### src/common/pt_consts.svh
// register offsets, field positions, reset values and prescale counts of the paired timer
//------------------------------------------------------------------------------
//------------------------------------------------------------------------------
`ifndef PT_CONSTS_SVH
`define PT_CONSTS_SVH

`define PT_OFF_LCTL    8'h00
`define PT_OFF_UCTL    8'h04
`define PT_OFF_LCNT    8'h08
`define PT_OFF_UCNT    8'h0C
`define PT_OFF_LPER    8'h10
`define PT_OFF_UPER    8'h14
`define PT_OFF_STAT    8'h18
`define PT_OFF_CLR     8'h1C
`define PT_OFF_IEN     8'h20

`define PT_BIT_RUN     15
`define PT_BIT_SIDL    13
`define PT_BIT_GATE    6
`define PT_BIT_PS_HI   5
`define PT_BIT_PS_LO   4
`define PT_BIT_PAIR    3
`define PT_BIT_CS      1

`define PT_BIT_IRQ_LO  0
`define PT_BIT_IRQ_HI  1

`define PT_LCTL_MASK   16'hA07A
`define PT_UCTL_MASK   16'hA072
`define PT_CTL_RESET   16'h0000
`define PT_CNT_RESET   16'h0000
`define PT_PER_RESET   16'hFFFF

`define PT_PS_LAST_1   8'h00
`define PT_PS_LAST_8   8'h07
`define PT_PS_LAST_64  8'h3F
`define PT_PS_LAST_256 8'hFF

`define PT_RESP_OKAY   2'b00
`define PT_RESP_SLVERR 2'b10

`endif

### src/common/pt_pkg.sv
// types shared by the paired timer modules
package pt_pkg;
  typedef logic [15:0] pt_word_t;
  typedef logic [1:0]  pt_ps_t;
endpackage

### src/common/pt_src_if.sv
// control and tick bundle between the timer core and one prescaler
`timescale 1ns/1ns
interface pt_src_if;
  logic             enable;
  logic             clk_src;
  logic             gate_en;
  logic             ext_lvl;
  logic             gate_lvl;
  pt_pkg::pt_ps_t   ps;
  logic             tick;
  modport ctl (output enable, clk_src, gate_en, ext_lvl, gate_lvl, ps, input tick);
  modport pre (input enable, clk_src, gate_en, ext_lvl, gate_lvl, ps, output tick);
endinterface

### src/pt_sync.sv
// two flip-flop synchroniser for pin inputs
`timescale 1ns/1ns
module pt_sync #(
  parameter int WIDTH = 1
) (
  input  wire logic             aclk,
  input  wire logic             aresetn,
  input  wire logic             clk_en,
  input  wire logic [WIDTH-1:0] din,
  output logic      [WIDTH-1:0] dout
);
  logic [WIDTH-1:0] meta_reg;

  // first stage feeds only the second stage
  always_ff @(posedge aclk) begin
    if (!aresetn) begin
      meta_reg <= '0;
      dout     <= '0;
    end else if (clk_en) begin
      meta_reg <= din;
      dout     <= meta_reg;
    end
  end
endmodule // pt_sync

### src/pt_prescaler.sv
// source selection, gating and prescale divider for one timer
`timescale 1ns/1ns
`include "pt_consts.svh"
module pt_prescaler (
  input  wire logic aclk,
  input  wire logic aresetn,
  input  wire logic clk_en,
  pt_src_if.pre     src
);
  logic       ext_d_reg;
  logic [7:0] div_reg;
  logic       tick_reg;
  logic       event_in;
  logic [7:0] last;

  // pin edge, ungated, or instruction clock, optionally gated
  always_comb begin
    if (src.clk_src) begin
      event_in = src.ext_lvl & ~ext_d_reg;
    end else begin
      event_in = src.gate_en ? src.gate_lvl : 1'b1;
    end
  end

  // terminal count of the divider
  always_comb begin
    case (src.ps)
      2'd0:    last = `PT_PS_LAST_1;
      2'd1:    last = `PT_PS_LAST_8;
      2'd2:    last = `PT_PS_LAST_64;
      default: last = `PT_PS_LAST_256;
    endcase
  end

  // edge history runs always so enabling does not see a false edge
  always_ff @(posedge aclk) begin
    if (!aresetn) begin
      ext_d_reg <= 1'b0;
    end else if (clk_en) begin
      ext_d_reg <= src.ext_lvl;
    end
  end

  // divider restarts from zero whenever the timer is stopped
  always_ff @(posedge aclk) begin
    if (!aresetn) begin
      div_reg  <= 8'h00;
      tick_reg <= 1'b0;
    end else if (clk_en) begin
      if (!src.enable) begin
        div_reg  <= 8'h00;
        tick_reg <= 1'b0;
      end else if (event_in && div_reg >= last) begin
        div_reg  <= 8'h00;
        tick_reg <= 1'b1;
      end else if (event_in) begin
        div_reg  <= div_reg + 8'h01;
        tick_reg <= 1'b0;
      end else begin
        tick_reg <= 1'b0;
      end
    end
  end

  assign src.tick = tick_reg;
endmodule // pt_prescaler

### src/pt_top.sv
// paired 16/32-bit timer with an AXI4-Lite register slave and one interrupt
`timescale 1ns/1ns
`include "pt_consts.svh"
module pt_top (
  input  wire logic        aclk,
  input  wire logic        aresetn,
  input  wire logic        clk_en,
  input  wire logic        idle_mode,
  input  wire logic        ext_clock_pin_lower,
  input  wire logic        ext_clock_pin_upper,
  input  wire logic        gate_pin_lower,
  input  wire logic        gate_pin_upper,
  input  wire logic [7:0]  s_axi_awaddr,
  input  wire logic        s_axi_awvalid,
  output logic             s_axi_awready,
  input  wire logic [31:0] s_axi_wdata,
  input  wire logic [3:0]  s_axi_wstrb,
  input  wire logic        s_axi_wvalid,
  output logic             s_axi_wready,
  output logic [1:0]       s_axi_bresp,
  output logic             s_axi_bvalid,
  input  wire logic        s_axi_bready,
  input  wire logic [7:0]  s_axi_araddr,
  input  wire logic        s_axi_arvalid,
  output logic             s_axi_arready,
  output logic [31:0]      s_axi_rdata,
  output logic [1:0]       s_axi_rresp,
  output logic             s_axi_rvalid,
  input  wire logic        s_axi_rready,
  output logic             irq,
  output logic [15:0]      lower_count_out,
  output logic [15:0]      upper_count_out
);
  //----------------------------------------------------------------------------
  // declarations
  //----------------------------------------------------------------------------
  pt_pkg::pt_word_t lower_control_reg;
  pt_pkg::pt_word_t upper_control_reg;
  pt_pkg::pt_word_t lower_count_reg;
  pt_pkg::pt_word_t upper_count_reg;
  pt_pkg::pt_word_t lower_period_reg;
  pt_pkg::pt_word_t upper_period_reg;
  logic [1:0]       irq_status_reg;
  logic [1:0]       irq_status_next;
  logic [1:0]       irq_enable_reg;
  logic             irq_reg;

  logic [7:0]       awaddr_reg;
  logic [31:0]      wdata_reg;
  logic [3:0]       wstrb_reg;
  logic             awready_reg;
  logic             wready_reg;
  logic             bvalid_reg;
  logic [1:0]       bresp_reg;
  logic [7:0]       araddr_reg;
  logic             arready_reg;
  logic             rvalid_reg;
  logic [31:0]      rdata_reg;
  logic [1:0]       rresp_reg;

  logic             wr_fire;
  logic             wr_mapped;
  logic             rd_fire;
  logic             rd_mapped;
  logic [31:0]      rd_mux;
  pt_pkg::pt_word_t wr_word;

  logic [3:0]       pins_sync;
  logic             pair_as_32bit;
  logic             lower_tick;
  logic             upper_tick;
  logic             match_lo;
  logic             match_hi;
  logic             match_32;
  logic             hit_lo;
  logic             hit_hi;
  logic [31:0]      count_32_inc;

  pt_src_if lower_src ();
  pt_src_if upper_src ();

  //----------------------------------------------------------------------------
  // pin synchronisation and prescalers
  //----------------------------------------------------------------------------
  // external clock and gate pins come from outside the clock domain
  pt_sync #(.WIDTH(4)) u_sync (
    .aclk    (aclk),
    .aresetn (aresetn),
    .clk_en  (clk_en),
    .din     ({gate_pin_upper, gate_pin_lower, ext_clock_pin_upper, ext_clock_pin_lower}),
    .dout    (pins_sync)
  );

  assign pair_as_32bit = lower_control_reg[`PT_BIT_PAIR];

  // lower timer governs the pair as well as itself
  assign lower_src.enable   = lower_control_reg[`PT_BIT_RUN] &
                              ~(lower_control_reg[`PT_BIT_SIDL] & idle_mode);
  assign lower_src.clk_src  = lower_control_reg[`PT_BIT_CS];
  assign lower_src.gate_en  = lower_control_reg[`PT_BIT_GATE];
  assign lower_src.ext_lvl  = pins_sync[0];
  assign lower_src.gate_lvl = pins_sync[2];
  assign lower_src.ps       = lower_control_reg[`PT_BIT_PS_HI:`PT_BIT_PS_LO];

  // upper prescaler is held off when paired, so its controls do nothing
  assign upper_src.enable   = ~pair_as_32bit & upper_control_reg[`PT_BIT_RUN] &
                              ~(upper_control_reg[`PT_BIT_SIDL] & idle_mode);
  assign upper_src.clk_src  = upper_control_reg[`PT_BIT_CS];
  assign upper_src.gate_en  = upper_control_reg[`PT_BIT_GATE];
  assign upper_src.ext_lvl  = pins_sync[1];
  assign upper_src.gate_lvl = pins_sync[3];
  assign upper_src.ps       = upper_control_reg[`PT_BIT_PS_HI:`PT_BIT_PS_LO];

  pt_prescaler u_pre_lower (
    .aclk    (aclk),
    .aresetn (aresetn),
    .clk_en  (clk_en),
    .src     (lower_src)
  );

  pt_prescaler u_pre_upper (
    .aclk    (aclk),
    .aresetn (aresetn),
    .clk_en  (clk_en),
    .src     (upper_src)
  );

  assign lower_tick = lower_src.tick;
  assign upper_tick = upper_src.tick;

  //----------------------------------------------------------------------------
  // counters and period compare
  //----------------------------------------------------------------------------
  assign match_lo     = (lower_count_reg == lower_period_reg);
  assign match_hi     = (upper_count_reg == upper_period_reg);
  assign match_32     = ({upper_count_reg, lower_count_reg} ==
                         {upper_period_reg, lower_period_reg});
  assign count_32_inc = {upper_count_reg, lower_count_reg} + 32'h0000_0001;

  // in paired mode only the upper flag reports the match
  assign hit_lo = ~pair_as_32bit & lower_tick & match_lo;
  assign hit_hi = pair_as_32bit ? (lower_tick & match_32) : (upper_tick & match_hi);

  // a software write to a count register overrides a tick in the same cycle
  always_ff @(posedge aclk) begin
    if (!aresetn) begin
      lower_count_reg <= `PT_CNT_RESET;
      upper_count_reg <= `PT_CNT_RESET;
    end else if (clk_en) begin
      if (pair_as_32bit && lower_tick) begin
        if (match_32) begin
          lower_count_reg <= 16'h0000;
          upper_count_reg <= 16'h0000;
        end else begin
          lower_count_reg <= count_32_inc[15:0];
          upper_count_reg <= count_32_inc[31:16];
        end
      end else if (!pair_as_32bit) begin
        if (lower_tick) begin
          lower_count_reg <= match_lo ? 16'h0000 : lower_count_reg + 16'h0001;
        end
        if (upper_tick) begin
          upper_count_reg <= match_hi ? 16'h0000 : upper_count_reg + 16'h0001;
        end
      end
      if (wr_fire && awaddr_reg == `PT_OFF_LCNT) begin
        lower_count_reg <= wr_word;
      end
      if (wr_fire && awaddr_reg == `PT_OFF_UCNT) begin
        upper_count_reg <= wr_word;
      end
    end
  end

  assign lower_count_out = lower_count_reg;
  assign upper_count_out = upper_count_reg;

  //----------------------------------------------------------------------------
  // control and period registers
  //----------------------------------------------------------------------------
  // byte lanes 0 and 1 carry the 16-bit registers
  assign wr_word = {wstrb_reg[1] ? wdata_reg[15:8] : 8'h00,
                    wstrb_reg[0] ? wdata_reg[7:0]  : 8'h00};

  // unimplemented control bits are never stored, so they read as zero
  always_ff @(posedge aclk) begin
    if (!aresetn) begin
      lower_control_reg <= `PT_CTL_RESET;
      upper_control_reg <= `PT_CTL_RESET;
    end else if (clk_en && wr_fire) begin
      if (awaddr_reg == `PT_OFF_LCTL) begin
        lower_control_reg <= wr_word & `PT_LCTL_MASK;
      end
      if (awaddr_reg == `PT_OFF_UCTL) begin
        upper_control_reg <= wr_word & `PT_UCTL_MASK;
      end
    end
  end

  // periods reset to all ones so a fresh timer runs the full range
  always_ff @(posedge aclk) begin
    if (!aresetn) begin
      lower_period_reg <= `PT_PER_RESET;
      upper_period_reg <= `PT_PER_RESET;
    end else if (clk_en && wr_fire) begin
      if (awaddr_reg == `PT_OFF_LPER) begin
        lower_period_reg <= wr_word;
      end
      if (awaddr_reg == `PT_OFF_UPER) begin
        upper_period_reg <= wr_word;
      end
    end
  end

  //----------------------------------------------------------------------------
  // interrupt status, clear and enable
  //----------------------------------------------------------------------------
  // a match in the cycle of a clear still leaves the flag set
  always_comb begin
    irq_status_next = irq_status_reg;
    if (wr_fire && awaddr_reg == `PT_OFF_CLR && wstrb_reg[0]) begin
      irq_status_next = irq_status_reg & ~wdata_reg[1:0];
    end
    irq_status_next[`PT_BIT_IRQ_LO] = irq_status_next[`PT_BIT_IRQ_LO] | hit_lo;
    irq_status_next[`PT_BIT_IRQ_HI] = irq_status_next[`PT_BIT_IRQ_HI] | hit_hi;
  end

  always_ff @(posedge aclk) begin
    if (!aresetn) begin
      irq_status_reg <= 2'b00;
      irq_enable_reg <= 2'b00;
      irq_reg        <= 1'b0;
    end else if (clk_en) begin
      irq_status_reg <= irq_status_next;
      if (wr_fire && awaddr_reg == `PT_OFF_IEN && wstrb_reg[0]) begin
        irq_enable_reg <= wdata_reg[1:0];
      end
      irq_reg <= |(irq_status_reg & irq_enable_reg); // one cycle behind the status
    end
  end

  assign irq = irq_reg;

  //----------------------------------------------------------------------------
  // AXI4-Lite write channel
  //----------------------------------------------------------------------------
  assign wr_fire   = ~awready_reg & ~wready_reg & ~bvalid_reg;
  assign wr_mapped = (awaddr_reg == `PT_OFF_LCTL) || (awaddr_reg == `PT_OFF_UCTL) ||
                     (awaddr_reg == `PT_OFF_LCNT) || (awaddr_reg == `PT_OFF_UCNT) ||
                     (awaddr_reg == `PT_OFF_LPER) || (awaddr_reg == `PT_OFF_UPER) ||
                     (awaddr_reg == `PT_OFF_STAT) || (awaddr_reg == `PT_OFF_CLR)  ||
                     (awaddr_reg == `PT_OFF_IEN);

  // address and data are taken in either order; readies reopen after the response
  always_ff @(posedge aclk) begin
    if (!aresetn) begin
      awready_reg <= 1'b1;
      wready_reg  <= 1'b1;
      bvalid_reg  <= 1'b0;
      bresp_reg   <= `PT_RESP_OKAY;
      awaddr_reg  <= 8'h00;
      wdata_reg   <= 32'h0000_0000;
      wstrb_reg   <= 4'h0;
    end else if (clk_en) begin
      if (s_axi_awvalid && awready_reg) begin
        awaddr_reg  <= {s_axi_awaddr[7:2], 2'b00};
        awready_reg <= 1'b0;
      end
      if (s_axi_wvalid && wready_reg) begin
        wdata_reg  <= s_axi_wdata;
        wstrb_reg  <= s_axi_wstrb;
        wready_reg <= 1'b0;
      end
      if (wr_fire) begin
        bvalid_reg <= 1'b1;
        bresp_reg  <= wr_mapped ? `PT_RESP_OKAY : `PT_RESP_SLVERR;
      end
      if (bvalid_reg && s_axi_bready) begin
        bvalid_reg  <= 1'b0;
        awready_reg <= 1'b1;
        wready_reg  <= 1'b1;
      end
    end
  end

  assign s_axi_awready = awready_reg;
  assign s_axi_wready  = wready_reg;
  assign s_axi_bvalid  = bvalid_reg;
  assign s_axi_bresp   = bresp_reg;

  //----------------------------------------------------------------------------
  // AXI4-Lite read channel
  //----------------------------------------------------------------------------
  assign rd_fire = ~arready_reg & ~rvalid_reg;

  // the clear register is write only and reads as zero
  always_comb begin
    rd_mux    = 32'h0000_0000;
    rd_mapped = 1'b1;
    case (araddr_reg)
      `PT_OFF_LCTL: rd_mux = {16'h0000, lower_control_reg};
      `PT_OFF_UCTL: rd_mux = {16'h0000, upper_control_reg};
      `PT_OFF_LCNT: rd_mux = {16'h0000, lower_count_reg};
      `PT_OFF_UCNT: rd_mux = {16'h0000, upper_count_reg};
      `PT_OFF_LPER: rd_mux = {16'h0000, lower_period_reg};
      `PT_OFF_UPER: rd_mux = {16'h0000, upper_period_reg};
      `PT_OFF_STAT: rd_mux = {30'h0000_0000, irq_status_reg};
      `PT_OFF_CLR:  rd_mux = 32'h0000_0000;
      `PT_OFF_IEN:  rd_mux = {30'h0000_0000, irq_enable_reg};
      default:      rd_mapped = 1'b0;
    endcase
  end

  always_ff @(posedge aclk) begin
    if (!aresetn) begin
      arready_reg <= 1'b1;
      rvalid_reg  <= 1'b0;
      araddr_reg  <= 8'h00;
      rdata_reg   <= 32'h0000_0000;
      rresp_reg   <= `PT_RESP_OKAY;
    end else if (clk_en) begin
      if (s_axi_arvalid && arready_reg) begin
        araddr_reg  <= {s_axi_araddr[7:2], 2'b00};
        arready_reg <= 1'b0;
      end
      if (rd_fire) begin
        rvalid_reg <= 1'b1;
        rdata_reg  <= rd_mux;
        rresp_reg  <= rd_mapped ? `PT_RESP_OKAY : `PT_RESP_SLVERR;
      end
      if (rvalid_reg && s_axi_rready) begin
        rvalid_reg  <= 1'b0;
        arready_reg <= 1'b1;
      end
    end
  end

  assign s_axi_arready = arready_reg;
  assign s_axi_rvalid  = rvalid_reg;
  assign s_axi_rdata   = rdata_reg;
  assign s_axi_rresp   = rresp_reg;
endmodule // pt_top

### config.mk
export PLATFORM = sky130hd
export DESIGN_NAME = pt_top
export DESIGN_NICKNAME = d
export VERILOG_FILES = /design/src/common/pt_pkg.sv /design/src/common/pt_src_if.sv /design/src/pt_sync.sv /design/src/pt_prescaler.sv /design/src/pt_top.sv
export VERILOG_INCLUDE_DIRS = /design/src /design/src/common
export SDC_FILE = /design/constraint.sdc
export NUM_CORES = 1
export LEC_CHECK = 0
export ABC_AREA = 1
export BUFFER_PORTS_ARGS = -buffer_cell sky130_fd_sc_hd__buf_2
export CORE_MARGIN = 1.5
export CORE_UTILIZATION = 63
export DETAILED_ROUTE_END_ITERATION = 12
export PLACE_DENSITY = 0.87
export SETUP_SLACK_MARGIN = 0.4
export SYNTH_ARGS = -nofsm -noshare
export SYNTH_HDL_FRONTEND = slang
export SYNTH_SLANG_ARGS = --single-unit
### constraint.sdc
create_clock -name aclk -period 3.3 [get_ports aclk]
set_input_delay 0.165 -clock aclk [delete_from_list [all_inputs] [get_ports aclk]]
set_output_delay 0.165 -clock aclk [all_outputs]
set_load 0.05 [all_outputs]
Yosys cells after proc, flatten, opt, wreduce, memory -nomap -nowiden
Index checks and enable logic that the tools add are counted.
- register bits: 181
- latch bits: 0
- memory bits (writable): 0
- memory bits (read-only): 0
- logic and storage cells: 193
- memories kept: 0
- add/subtract/negate cells: 5
- $mul: 0
- divide/modulo/power cells: 0
- $lt $le $gt $ge: 2
- equal/unequal tests: 27
- shifts and indexed selects: 0
- mux-type cells: 46
- bitwise logic cells: 29
- reduce and logical (&&, ||, !) cells: 55
- operators by type and width (operator ; number):
    16-bit 2-to-1 mux ; 12
    16-bit one-hot mux with 8 select lines ; 1
    8-bit 2-to-1 mux ; 8
    6-bit by 3-bit equality test with 1-bit output (second input constant) ; 8
    8-bit one-hot mux with 3 select lines ; 2
    2-bit AND reduction ; 17
    16-bit by 1-bit adder with 16-bit output (second input constant) ; 2
    32-bit by 1-bit adder with 32-bit output (second input constant) ; 1
    16-bit equality test ; 2
    32-bit equality test ; 1
    6-bit by 2-bit equality test with 1-bit output (second input constant) ; 4
    1-bit 2-to-1 mux ; 20
    8-bit by 1-bit adder with 8-bit output (second input constant) ; 2
    8-bit greater-or-equal comparator ; 2
    8-bit zero test ; 2
    1-bit logical AND ; 15
    1-bit AND ; 14
    6-bit by 1-bit equality test with 1-bit output (second input constant) ; 2
    6-bit by 4-bit equality test with 1-bit output (second input constant) ; 2
    1-bit inverter ; 10
    2-bit nonzero test ; 5
    9-bit OR reduction ; 1
    1-bit logical OR ; 8
    2-bit 2-to-1 mux ; 3
    11 further kinds ; 20

Longest topological paths before layout
Gate-level depths: netlist of the first run.
- word-level depth: 10
- gate-level depth with buffers: 15
- gate-level depth less buffers: 13

Hierarchy
From an unflattened synthesis of the first run, not the netlist that was laid out.
- cells, all modules: 1564
- area, all modules: 10057.1 um^2
- by module, submodules not included (module ; times used ; cells each ; area an instance (um^2) ; sequential area each (um^2)):
    pt_top ; 1 ; 1293 ; 8176.6 ; 2702.6
    pt_prescaler ; 2 ; 110 ; 762.0 ; 200.2
    pt_sync ; 1 ; 51 ; 356.6 ; 160.2

Worst setup path before layout of the first run
Ideal clock, no wire load.
- path kind: flip-flop to flip-flop
- start point: register lower_count_reg[14], in the netlist lower_count_out[14]
- end point: register upper_count_reg[12], in the netlist upper_count_out[12]
- library setup time: 0.132 ns
- arrival: 1.966 ns
- setup slack: 1.202 ns
- stages on the path, launching flop included: 13
- cells stage by stage: dfxtp_1 clkbuf_1 xnor2_1 nand2_1 nor2_1 nand2_1 nor2_1 nand2_1 buf_4 nand3_1 nand2_1 nand2_1 a21oi_1
- longest elaborated chain between the ends: 4
- elaborated cells between the ends (all ways): 5
- those cells by class: 1 x add/sub; 1 x eq/ne; 3 x mux
- ends and longest elaborated chain (what ; line ; RTL):
    start: declaration ; pt_top.sv:39 ; pt_pkg::pt_word_t lower_count_reg;
    start signal: assignment ; pt_top.sv:147 ; lower_count_reg <= `PT_CNT_RESET;
    start signal: assignment ; pt_top.sv:155 ; lower_count_reg <= count_32_inc[15:0];
    start signal: assignment ; pt_top.sv:160 ; lower_count_reg <= match_lo ? 16'h0000 : lower_count_reg + 16'h0001;
    32-bit by 1-bit adder with 32-bit output or 32-bit equality test (tied branches) ; pt_top.sv:138, pt_top.sv:136 ;
    16-bit 2-to-1 mux (*) ; pt_top.sv:151 ; if (match_32) begin
    16-bit 2-to-1 mux (*) ; pt_top.sv:150 ; if (pair_as_32bit && lower_tick) begin
    16-bit 2-to-1 mux (*) ; pt_top.sv:169 ; if (wr_fire && awaddr_reg == `PT_OFF_UCNT) begin
    end signal: assignment ; pt_top.sv:148 ; upper_count_reg <= `PT_CNT_RESET;
    end signal: assignment ; pt_top.sv:156 ; upper_count_reg <= count_32_inc[31:16];
    end signal: assignment ; pt_top.sv:170 ; upper_count_reg <= wr_word;
    end: declaration ; pt_top.sv:40 ; pt_pkg::pt_word_t upper_count_reg;
Mark *: on every way between the ends. The rest lies on a longest branch, timed or not.
A chain may end at the register's enable or synchronous reset.

Worst setup path after layout of the first run
- start point: register awaddr_reg[3]
- end point: register upper_count_reg[3], in the netlist upper_count_out[3]
- longest elaborated chain between the ends: 4
- elaborated cells between the ends (all ways): 6
- those cells by class: 2 x eq/ne; 1 x mux; 3 x reduce/logical
- ends and longest elaborated chain (what ; line ; RTL):
    start: declaration ; pt_top.sv:48 ; logic [7:0] awaddr_reg;
    start signal: assignment ; pt_top.sv:266 ; awaddr_reg <= {s_axi_awaddr[7:2], 2'b00};
    6-bit by 2-bit equality test with 1-bit output (no source line) (*) ; n/a ;
    1-bit logical AND (no source line) (*) ; n/a ;
    3-bit by 1-bit inequality test with 1-bit output (no source line) or 3-bit nonzero test (tied branches) ; n/a ;
    3-bit AND reduction (no source line) ; n/a ;
    end signal: assignment ; pt_top.sv:148 ;
    end signal: assignment ; pt_top.sv:156 ;
    end signal: assignment ; pt_top.sv:163 ; upper_count_reg <= match_hi ? 16'h0000 : upper_count_reg + 16'h0001;
Marks and branches as above.

==> flow_metrics.tcl, run 1 <==
set metrics [dict create \
    status "finished, violations left" \
    violations "negative hold slack" \
    yosys.cell_types.count 41 \
    powerDensity_mw_per_mm2 406 \
    synth_cells 1552 \
    max_freq_mhz 382 \
    clock_skew_ps 5.78 \
    finalNonFillerCells 1839 \
    slew_violations 0 \
    p_int_uw 3250 \
    synth_top_cell_by_area "dfxtp_1" \
    worstSetupStartpointType "flip-flop" \
    r2r_end "upper_count_out[3]" \
    postSynthAreaPerCell_um2 6.29 \
    wirelength_um 33000 \
    fin_area_mm2 0.0111 \
    syn_area_mm2 0.00976 \
    top_usage_layer "met2" \
    holdWs_ps -1.31 \
    drt-initial-drc-count 1543 \
    grt_pass1_wl_um 51500 \
    n_antenna_cell 0 \
    grt_pass1_vias 9679 \
    pwr-share-clk_pct 46.6 \
    cp_top_family "simple AND/OR/NAND/NOR gates" \
    rsz0062_at_grt "no" \
    overflow 0 \
    wl_per_cell_um 17.9 \
    synthTopCellsByArea "dfxtp_1 33%, nand2_1 17%, a21oi_1 9.3%" \
    fin_ws_ps 679 \
    use_met2_pct 61.8 \
    coreArea_mm2 0.0151 \
    cpMostUsedCell "nand2_1" \
    io_buffers 98 \
    r2r_start "awaddr_reg[3]" \
    place_area_mm2 0.0103 \
    cts_tree "done" \
    cts.sinks 163 \
    switchingPower_uw 1230 \
    clockRootBuffer "clkbuf_16" \
    crit_path_max_fanout 24 \
    fp.dieH_um 127 \
    dp_hpwl_um 23200 \
    layout-drive-gt1-share_pct 11.1 \
    synth_seq_area_share_pct 33.4 \
    required_ps 3660 \
    place_congestion 1.03 \
    synth_top_area_share_pct 33.4 \
    fin_nets 1716 \
    antenna_found_initial 0 \
    combPwrFrac_pct 7.9 \
    fill_cells 1299 \
    slowest_stage "nand2_1" \
    vias 10888 \
    start_util_pct 64.4 \
    critical_path_arrival_ps 2980 \
    grt_max_degree 49 \
    r2r_setup_slack_ps 680 \
    cts.path.max_buffers 2 \
    vias_per_cell 5.92 \
    synth_edf_count 0 \
    endpoint_kind "flip-flop" \
    synth-async-reset-ratio_pct 0 \
    max-cap-violations 0 \
    worst_pin_slew_ps 897 \
    slowest_delay_ps 460 \
    slew_headroom_pct 40.2 \
    multiInputGateArea_mm2 0.00544 \
    synthFlopType "dfxtp_1" \
    pwr-share-seq_pct 45.5 \
    postLayoutCoreUtil_pct 73.0 \
    ir_drop_mv 0.411 \
    swShare_pct 27.5 \
    tns_ps 0 \
    cp.buffers_inverters 3 \
    ant_nets 0 \
    dp_slack_ps 823 \
    area_growth_pct 13.3 \
    min_path_cells 3 \
    final-seq-area_mm2 0.00326 \
    hold_start "s_axi_wstrb[1]" \
    period_share_pct 79.4 \
    clk_pin_slew_worst_paths_ps 70 \
    die_w_um 127 \
    cts_buffers 17 \
    hold_class "input port to flip-flop" \
    hold_viol 1 \
    leakagePower_uw 0.00521 \
    grtUsageMet1_pct 54.6 \
    die_area_mm2 0.0162 \
    firstDrtPassIters 6 \
    cts_htree_levels 4 \
    crit_type "flip-flop to flip-flop" \
    dpl.cell_count 1789 \
    io_pins 139 \
    setup_viol 0 \
    whs_endpoint "wstrb_reg[1]" \
    r2r_cells 11 \
    num_rows 45 \
    grt_use_total_pct 41.0 \
    ys_seq_elements 163 \
    synth_warnings 0 \
    crit_path_cell_trace "nand2_1 -> inv_1 -> nand3_1 -> nor3_2 -> inv_2 -> nand2_1 -> nand2_1 -> buf_4 -> a21oi_1 -> nand2_1 -> a21oi_1" \
    clk_latency_ps 440 \
    min_period_ps 2620 \
    drc 0 \
    use_met3_pct 8.42 \
]
[power groups by stage]
stage                     Combinational (µW)  Clock [µW]  Sequential, µW
after CTS                                344        2080            2040
after floorplan                          233           0            2100
after global placement                   318           0            2080
final                                    353        2090            2040
after global routing                     381        2180            2050
after detailed placement                 323           0            2080
[layer usage]
| layer | share of wire (%) | routed length, µm |
|---|---|---|
| met1 | 40 | 13200 |
| met2 | 43 | 14200 |
| met3 | 11 | 3590 |
| met4 | 6.0 | 1980 |
| met5 | 0 | 0 |
[cell usage after synthesis, types with 2 or more instances]
library cell	number
a21oi_1	181
a22oi_1	3
a31oi_1	8
buf_2	20
buf_4	20
buf_6	3
clkbuf_1	45
clkinv_1	3
dfxtp_1	163
ha_1	13
inv_1	166
inv_2	7
nand2_1	446
nand3_1	109
nand3b_1	3
nand4_1	19
nor2_1	137
nor2_2	3
nor2_4	2
nor3_1	9
nor3_2	4
o211ai_1	17
o211ai_2	8
o21ai_0	91
o21ai_1	7
o22ai_1	20
or2_2	2
xnor2_1	19
xor2_1	12
[logic make-up after synthesis]
family                     after synthesis  share of synthesized area [%]
and+or+nand+nor                        738                           31.4
AOI/OAI and AO/OA                      341                           19.2
buffers and inverters                  265                           11.5
DFF                                    163                           33.4
xor gates and xnor gates                31                           2.78
adders and majority gates               13                           1.67
other                                    1                         0.0384
[how the worst max path moves through the flow]
stage,slack [ps],end,cells after the start,startpoint
2_1_floorplan,1200,upper_count_out[12],12,lower_count_out[14]
3_3_place_gp,860,upper_count_out[0],11,awaddr_reg[3]
3_5_place_dp,820,upper_count_out[3],11,awaddr_reg[3]
4_1_cts,790,upper_count_out[3],11,awaddr_reg[3]
5_1_grt,400,upper_count_out[5],11,awaddr_reg[3]
6_report,680,upper_count_out[3],11,awaddr_reg[3]
[area by class of cell]
cell class,instances,share of cell area [%]
well taps,188,2.13
clock buffers,17,3.85
clock inverters,15,1.73
inverters,176,5.97
flip-flops and latches,163,29.5
repair buffers,139,7.62
multi-input cells,1141,49.2
[cells in the final DEF (no fill, tap or decap), types with 2 or more instances in the layout]
master,instances
nand2_1,446
a21oi_1,181
inv_1,165
dfxtp_1,163
nor2_1,137
nand3_1,109
buf_2,98
o21ai_0,91
buf_4,23
o22ai_1,20
xnor2_1,19
nand4_1,19
conb_1,18
dlygate4sd3_1,18
o211ai_1,17
clkbuf_16,17
ha_1,13
xor2_1,12
nor3_1,9
inv_2,8
a31oi_1,8
o211ai_2,8
o21ai_1,7
inv_8,6
nor3_2,4
clkinvlp_4,4
nor2_2,3
clkinv_1,3
nand3b_1,3
a22oi_1,3
nor2_4,2
or2_2,2
bufinv_16,2
[per-stage QoR]
stage	power, µW	hold WS (ps)
after CTS	4470	2.14
after floorplan	2330	300
after global placement	2400	386
after global routing	4610	5.52
final	4490	-1.31
after detailed placement	2410	396
[tightest hold or removal path, stage by stage]
cell,delay (ps)
buf_2,100
nand3_1,70
a21oi_1,60
[what timing repair did]
item	in CTS	in global routing
buffers inserted	0	0
endpoints found under the hold margin	18	0
hold buffers	18	0
resized for setup	0	0
No activity file was read; power rests on OpenSTA's default activity.
==> inputs of run 2 (changes only) <==
ABC_AREA = 0   (was 1)
CORE_UTILIZATION = 57   (was 63)
PLACE_DENSITY = 0.8   (was 0.87)
clock period = 2.6 ns   (was 3.3 ns; I/O delays follow)
==> run 2 against run 1 <==
  * The flow now finishes without violations
  * Critical endpoint is now upper_count_out[13]
  * Sequential share of layout area rose by 2.3 points
  * Via count fell by 20%
  * Largest cell class unchanged
  * Total power rose by 30%
  * Critical path type unchanged
  * Clock skew rose by 3.3 ps
==> flow_metrics.tcl, run 2 <==
set metrics [dict create \
    switchingPower_uw 1500 \
    critical_path_depth 7 \
    cts_buffers 17 \
    slowest_delay_ps 490 \
    cts_htree_levels 4 \
    grt_pass1_wl_um 40600 \
    synth.most_common_cell "dfxtp_1" \
    holdWs_ps 23.3 \
    antenna_found_initial 0 \
    crit_path_max_fanout 10 \
    setup_viol 0 \
    powerDensity_mw_per_mm2 562 \
    synth_common_cells "163 x dfxtp_1, 162 x nand2_1, 117 x nor2_1, 100 x a21oi_1, 46 x o21ai_0" \
    postSynthAreaPerCell_um2 8.04 \
    coreArea_mm2 0.0145 \
    area_growth_pct 22.2 \
    layout_common_cells "159 x nand2_1, 135 x dfxtp_1, 116 x nor2_1" \
    fp.dieH_um 125 \
    min_period_ps 2160 \
    vias_per_cell 6.25 \
    synthFlopType "dfxtp_1" \
    clock_skew_ps 9.10 \
    synth_cells 1059 \
    rsz0062_at_grt "yes" \
    swShare_pct 25.7 \
    cts_tree "done" \
    grt_pass1_vias 7857 \
    overflow 0 \
    grt_use_total_pct 32.4 \
    layout-drive-gt1-share_pct 20.7 \
    synthTopCellsByArea "dfxtp_1 38%, nand2_1 7.1%, a21oi_1 5.9%" \
    hold_viol 0 \
    synth_edf_count 0 \
    dp_slack_ps 326 \
    r2r_setup_slack_ps 440 \
    postLayoutCoreUtil_pct 71.5 \
    vias 8685 \
    cp.buffers_inverters 1 \
    clockRootBuffer "clkbuf_16" \
    syn_area_mm2 0.00851 \
    startpoint "lower_count_out[8]" \
    final_common_cell "nand2_1" \
    synth_top_cell_by_area "dfxtp_1" \
    start_util_pct 58.5 \
    synth-async-reset-ratio_pct 0 \
    synth_top_area_share_pct 38.3 \
    worstSetupStartpointType "flip-flop" \
    io_pins 139 \
    drt-initial-drc-count 1004 \
    drc 0 \
    die_area_mm2 0.0157 \
    num_rows 44 \
    wirelength_um 25600 \
    tns_ps 0 \
    io_buffers 98 \
    fin_ws_ps 436 \
    critical_path_arrival_ps 2530 \
    required_ps 2970 \
    dp_hpwl_um 17600 \
    synth_warnings 0 \
    fill_cells 1163 \
    pwr-share-clk_pct 46.2 \
    cp_top_family "simple AND/OR/NAND/NOR gates" \
    cts.path.max_buffers 2 \
    ir_drop_mv 0.561 \
    period_share_pct 83.2 \
    slew_violations 0 \
    die_w_um 125 \
    p_int_uw 4340 \
    crit_type "flip-flop to flip-flop" \
    ant_nets 0 \
    ys_seq_elements 163 \
    status "finished, final reports clean" \
    finalPower_uw 5840 \
    hold_start "clk_en" \
    r2r_cells 7 \
    fin_nets 1270 \
    endpoint_kind "flip-flop" \
    slowest_stage "or4_1" \
    hold_class "input port to flip-flop" \
    crit_end "upper_count_out[13]" \
    r2r_start "lower_count_out[8]" \
    pwr-share-seq_pct 44.8 \
    wl_per_cell_um 18.4 \
    max_freq_mhz 462 \
    combPwrFrac_pct 8.9 \
    slew_headroom_pct 42.6 \
    synth_seq_area_share_pct 38.3 \
    max-cap-violations 0 \
    firstDrtPassIters 7 \
    place_congestion 0.923 \
    clk_latency_ps 440 \
    crit_path_cell_trace "nand4_1 -> buf_4 -> nor4_4 -> and4_4 -> a21oi_2 -> or4_1 -> nand3_1" \
    leakagePower_uw 0.00428 \
    grt_max_degree 61 \
    worst_pin_slew_ps 854 \
    r2r_end "upper_count_out[13]" \
    n_antenna_cell 0 \
    yosys.cell_types.count 73 \
    cts.sinks 163 \
    clk_pin_slew_worst_paths_ps 70 \
]
[run 2: cell count changes in the layout (fill, tap and decap cells not counted), moves of 19 or more]
cell	change
a21oi_1	-81
buf_4	+23
dfxtp_1	-28
dfxtp_2	+25
dlygate4sd3_1	+22
inv_1	-150
mux2i_1	+28
nand2_1	-287
nand3_1	-72
nor2_1	-21
o211ai_1	+21
o21ai_0	-45
xnor2_1	-19
xor2_1	+26
[run 2: routing by layer]
metal	wire (µm)	vias to the layer above	global-route usage [%]
met4	783	0	12.3
met1	10600	4070	43.0
met5	0	-	0
li1	-	4040	-
met3	2620	70	8.69
met2	11600	505	50.5
[run 2: logic make-up after synthesis]
kind of cell / Yosys count / share of synthesized area, %
and+or+nand+nor: 426 / 23.9
AOI/OAI and AO/OA: 281 / 21.4
DFF: 163 / 38.3
buffers and inverters: 103 / 5.68
xor gates and xnor gates: 38 / 3.91
muxes: 34 / 4.88
adders and majority gates: 13 / 1.91
other: 1 / 0.0441
[run 2: power by group through the flow]
stage | Clock [µW] | Combinational (µW) | Sequential [µW]
after floorplan | 0 | 314 | 2710
after global placement | 0 | 455 | 2670
after detailed placement | 0 | 461 | 2680
after CTS | 2720 | 511 | 2620
after global routing | 2830 | 558 | 2630
final | 2700 | 521 | 2620
[run 2: what timing repair did]
item	CTS	global route
endpoints found under the hold margin	39	0
gates resized for setup	6	22
setup endpoints to repair	10	74
setup buffers	0	7
pin swaps	0	11
hold buffers	40	0
cloned	0	0
[run 2: metrics by stage]
step                      cell area [µm²]  cells
final                               10400   1389
after global routing                10400   1389
after CTS                           10300   1382
after detailed placement             9190   1310
after global placement               9190   1310
after floorplan                      8600   1076
[run 2: worst min path at each step]
stage / endpoint / cells after the start / slack, ps
CTS: u_sync.dout[3] / 3 / 20
floorplan: wdata_reg[10] / 2 / 270
detailed placement: awaddr_reg[3] / 3 / 370
finish: u_sync.dout[3] / 3 / 20
global placement: awaddr_reg[2] / 3 / 360
global route: u_sync.dout[3] / 3 / 80
[run 2: worst reg2reg max path, cell delays in order (launching register included)]
cell	delay [ps]
dfxtp_2	440
nand4_1	140
buf_4	180
nor4_4	370
and4_4	320
a21oi_2	70
or4_1	490
nand3_1	100
[run 2: final cells by class]
type                            count  area, µm²  share of cell area, %
Clock buffer                       18        429                   4.13
Clock inverter                     14        199                   1.91
Inverter                           16       60.1                  0.578
Multi-Input combinational cell    810       4940                   47.5
Sequential cell                   163       3310                   31.8
Tap cell                          184        230                   2.21
Timing Repair Buffer              184       1240                   11.9
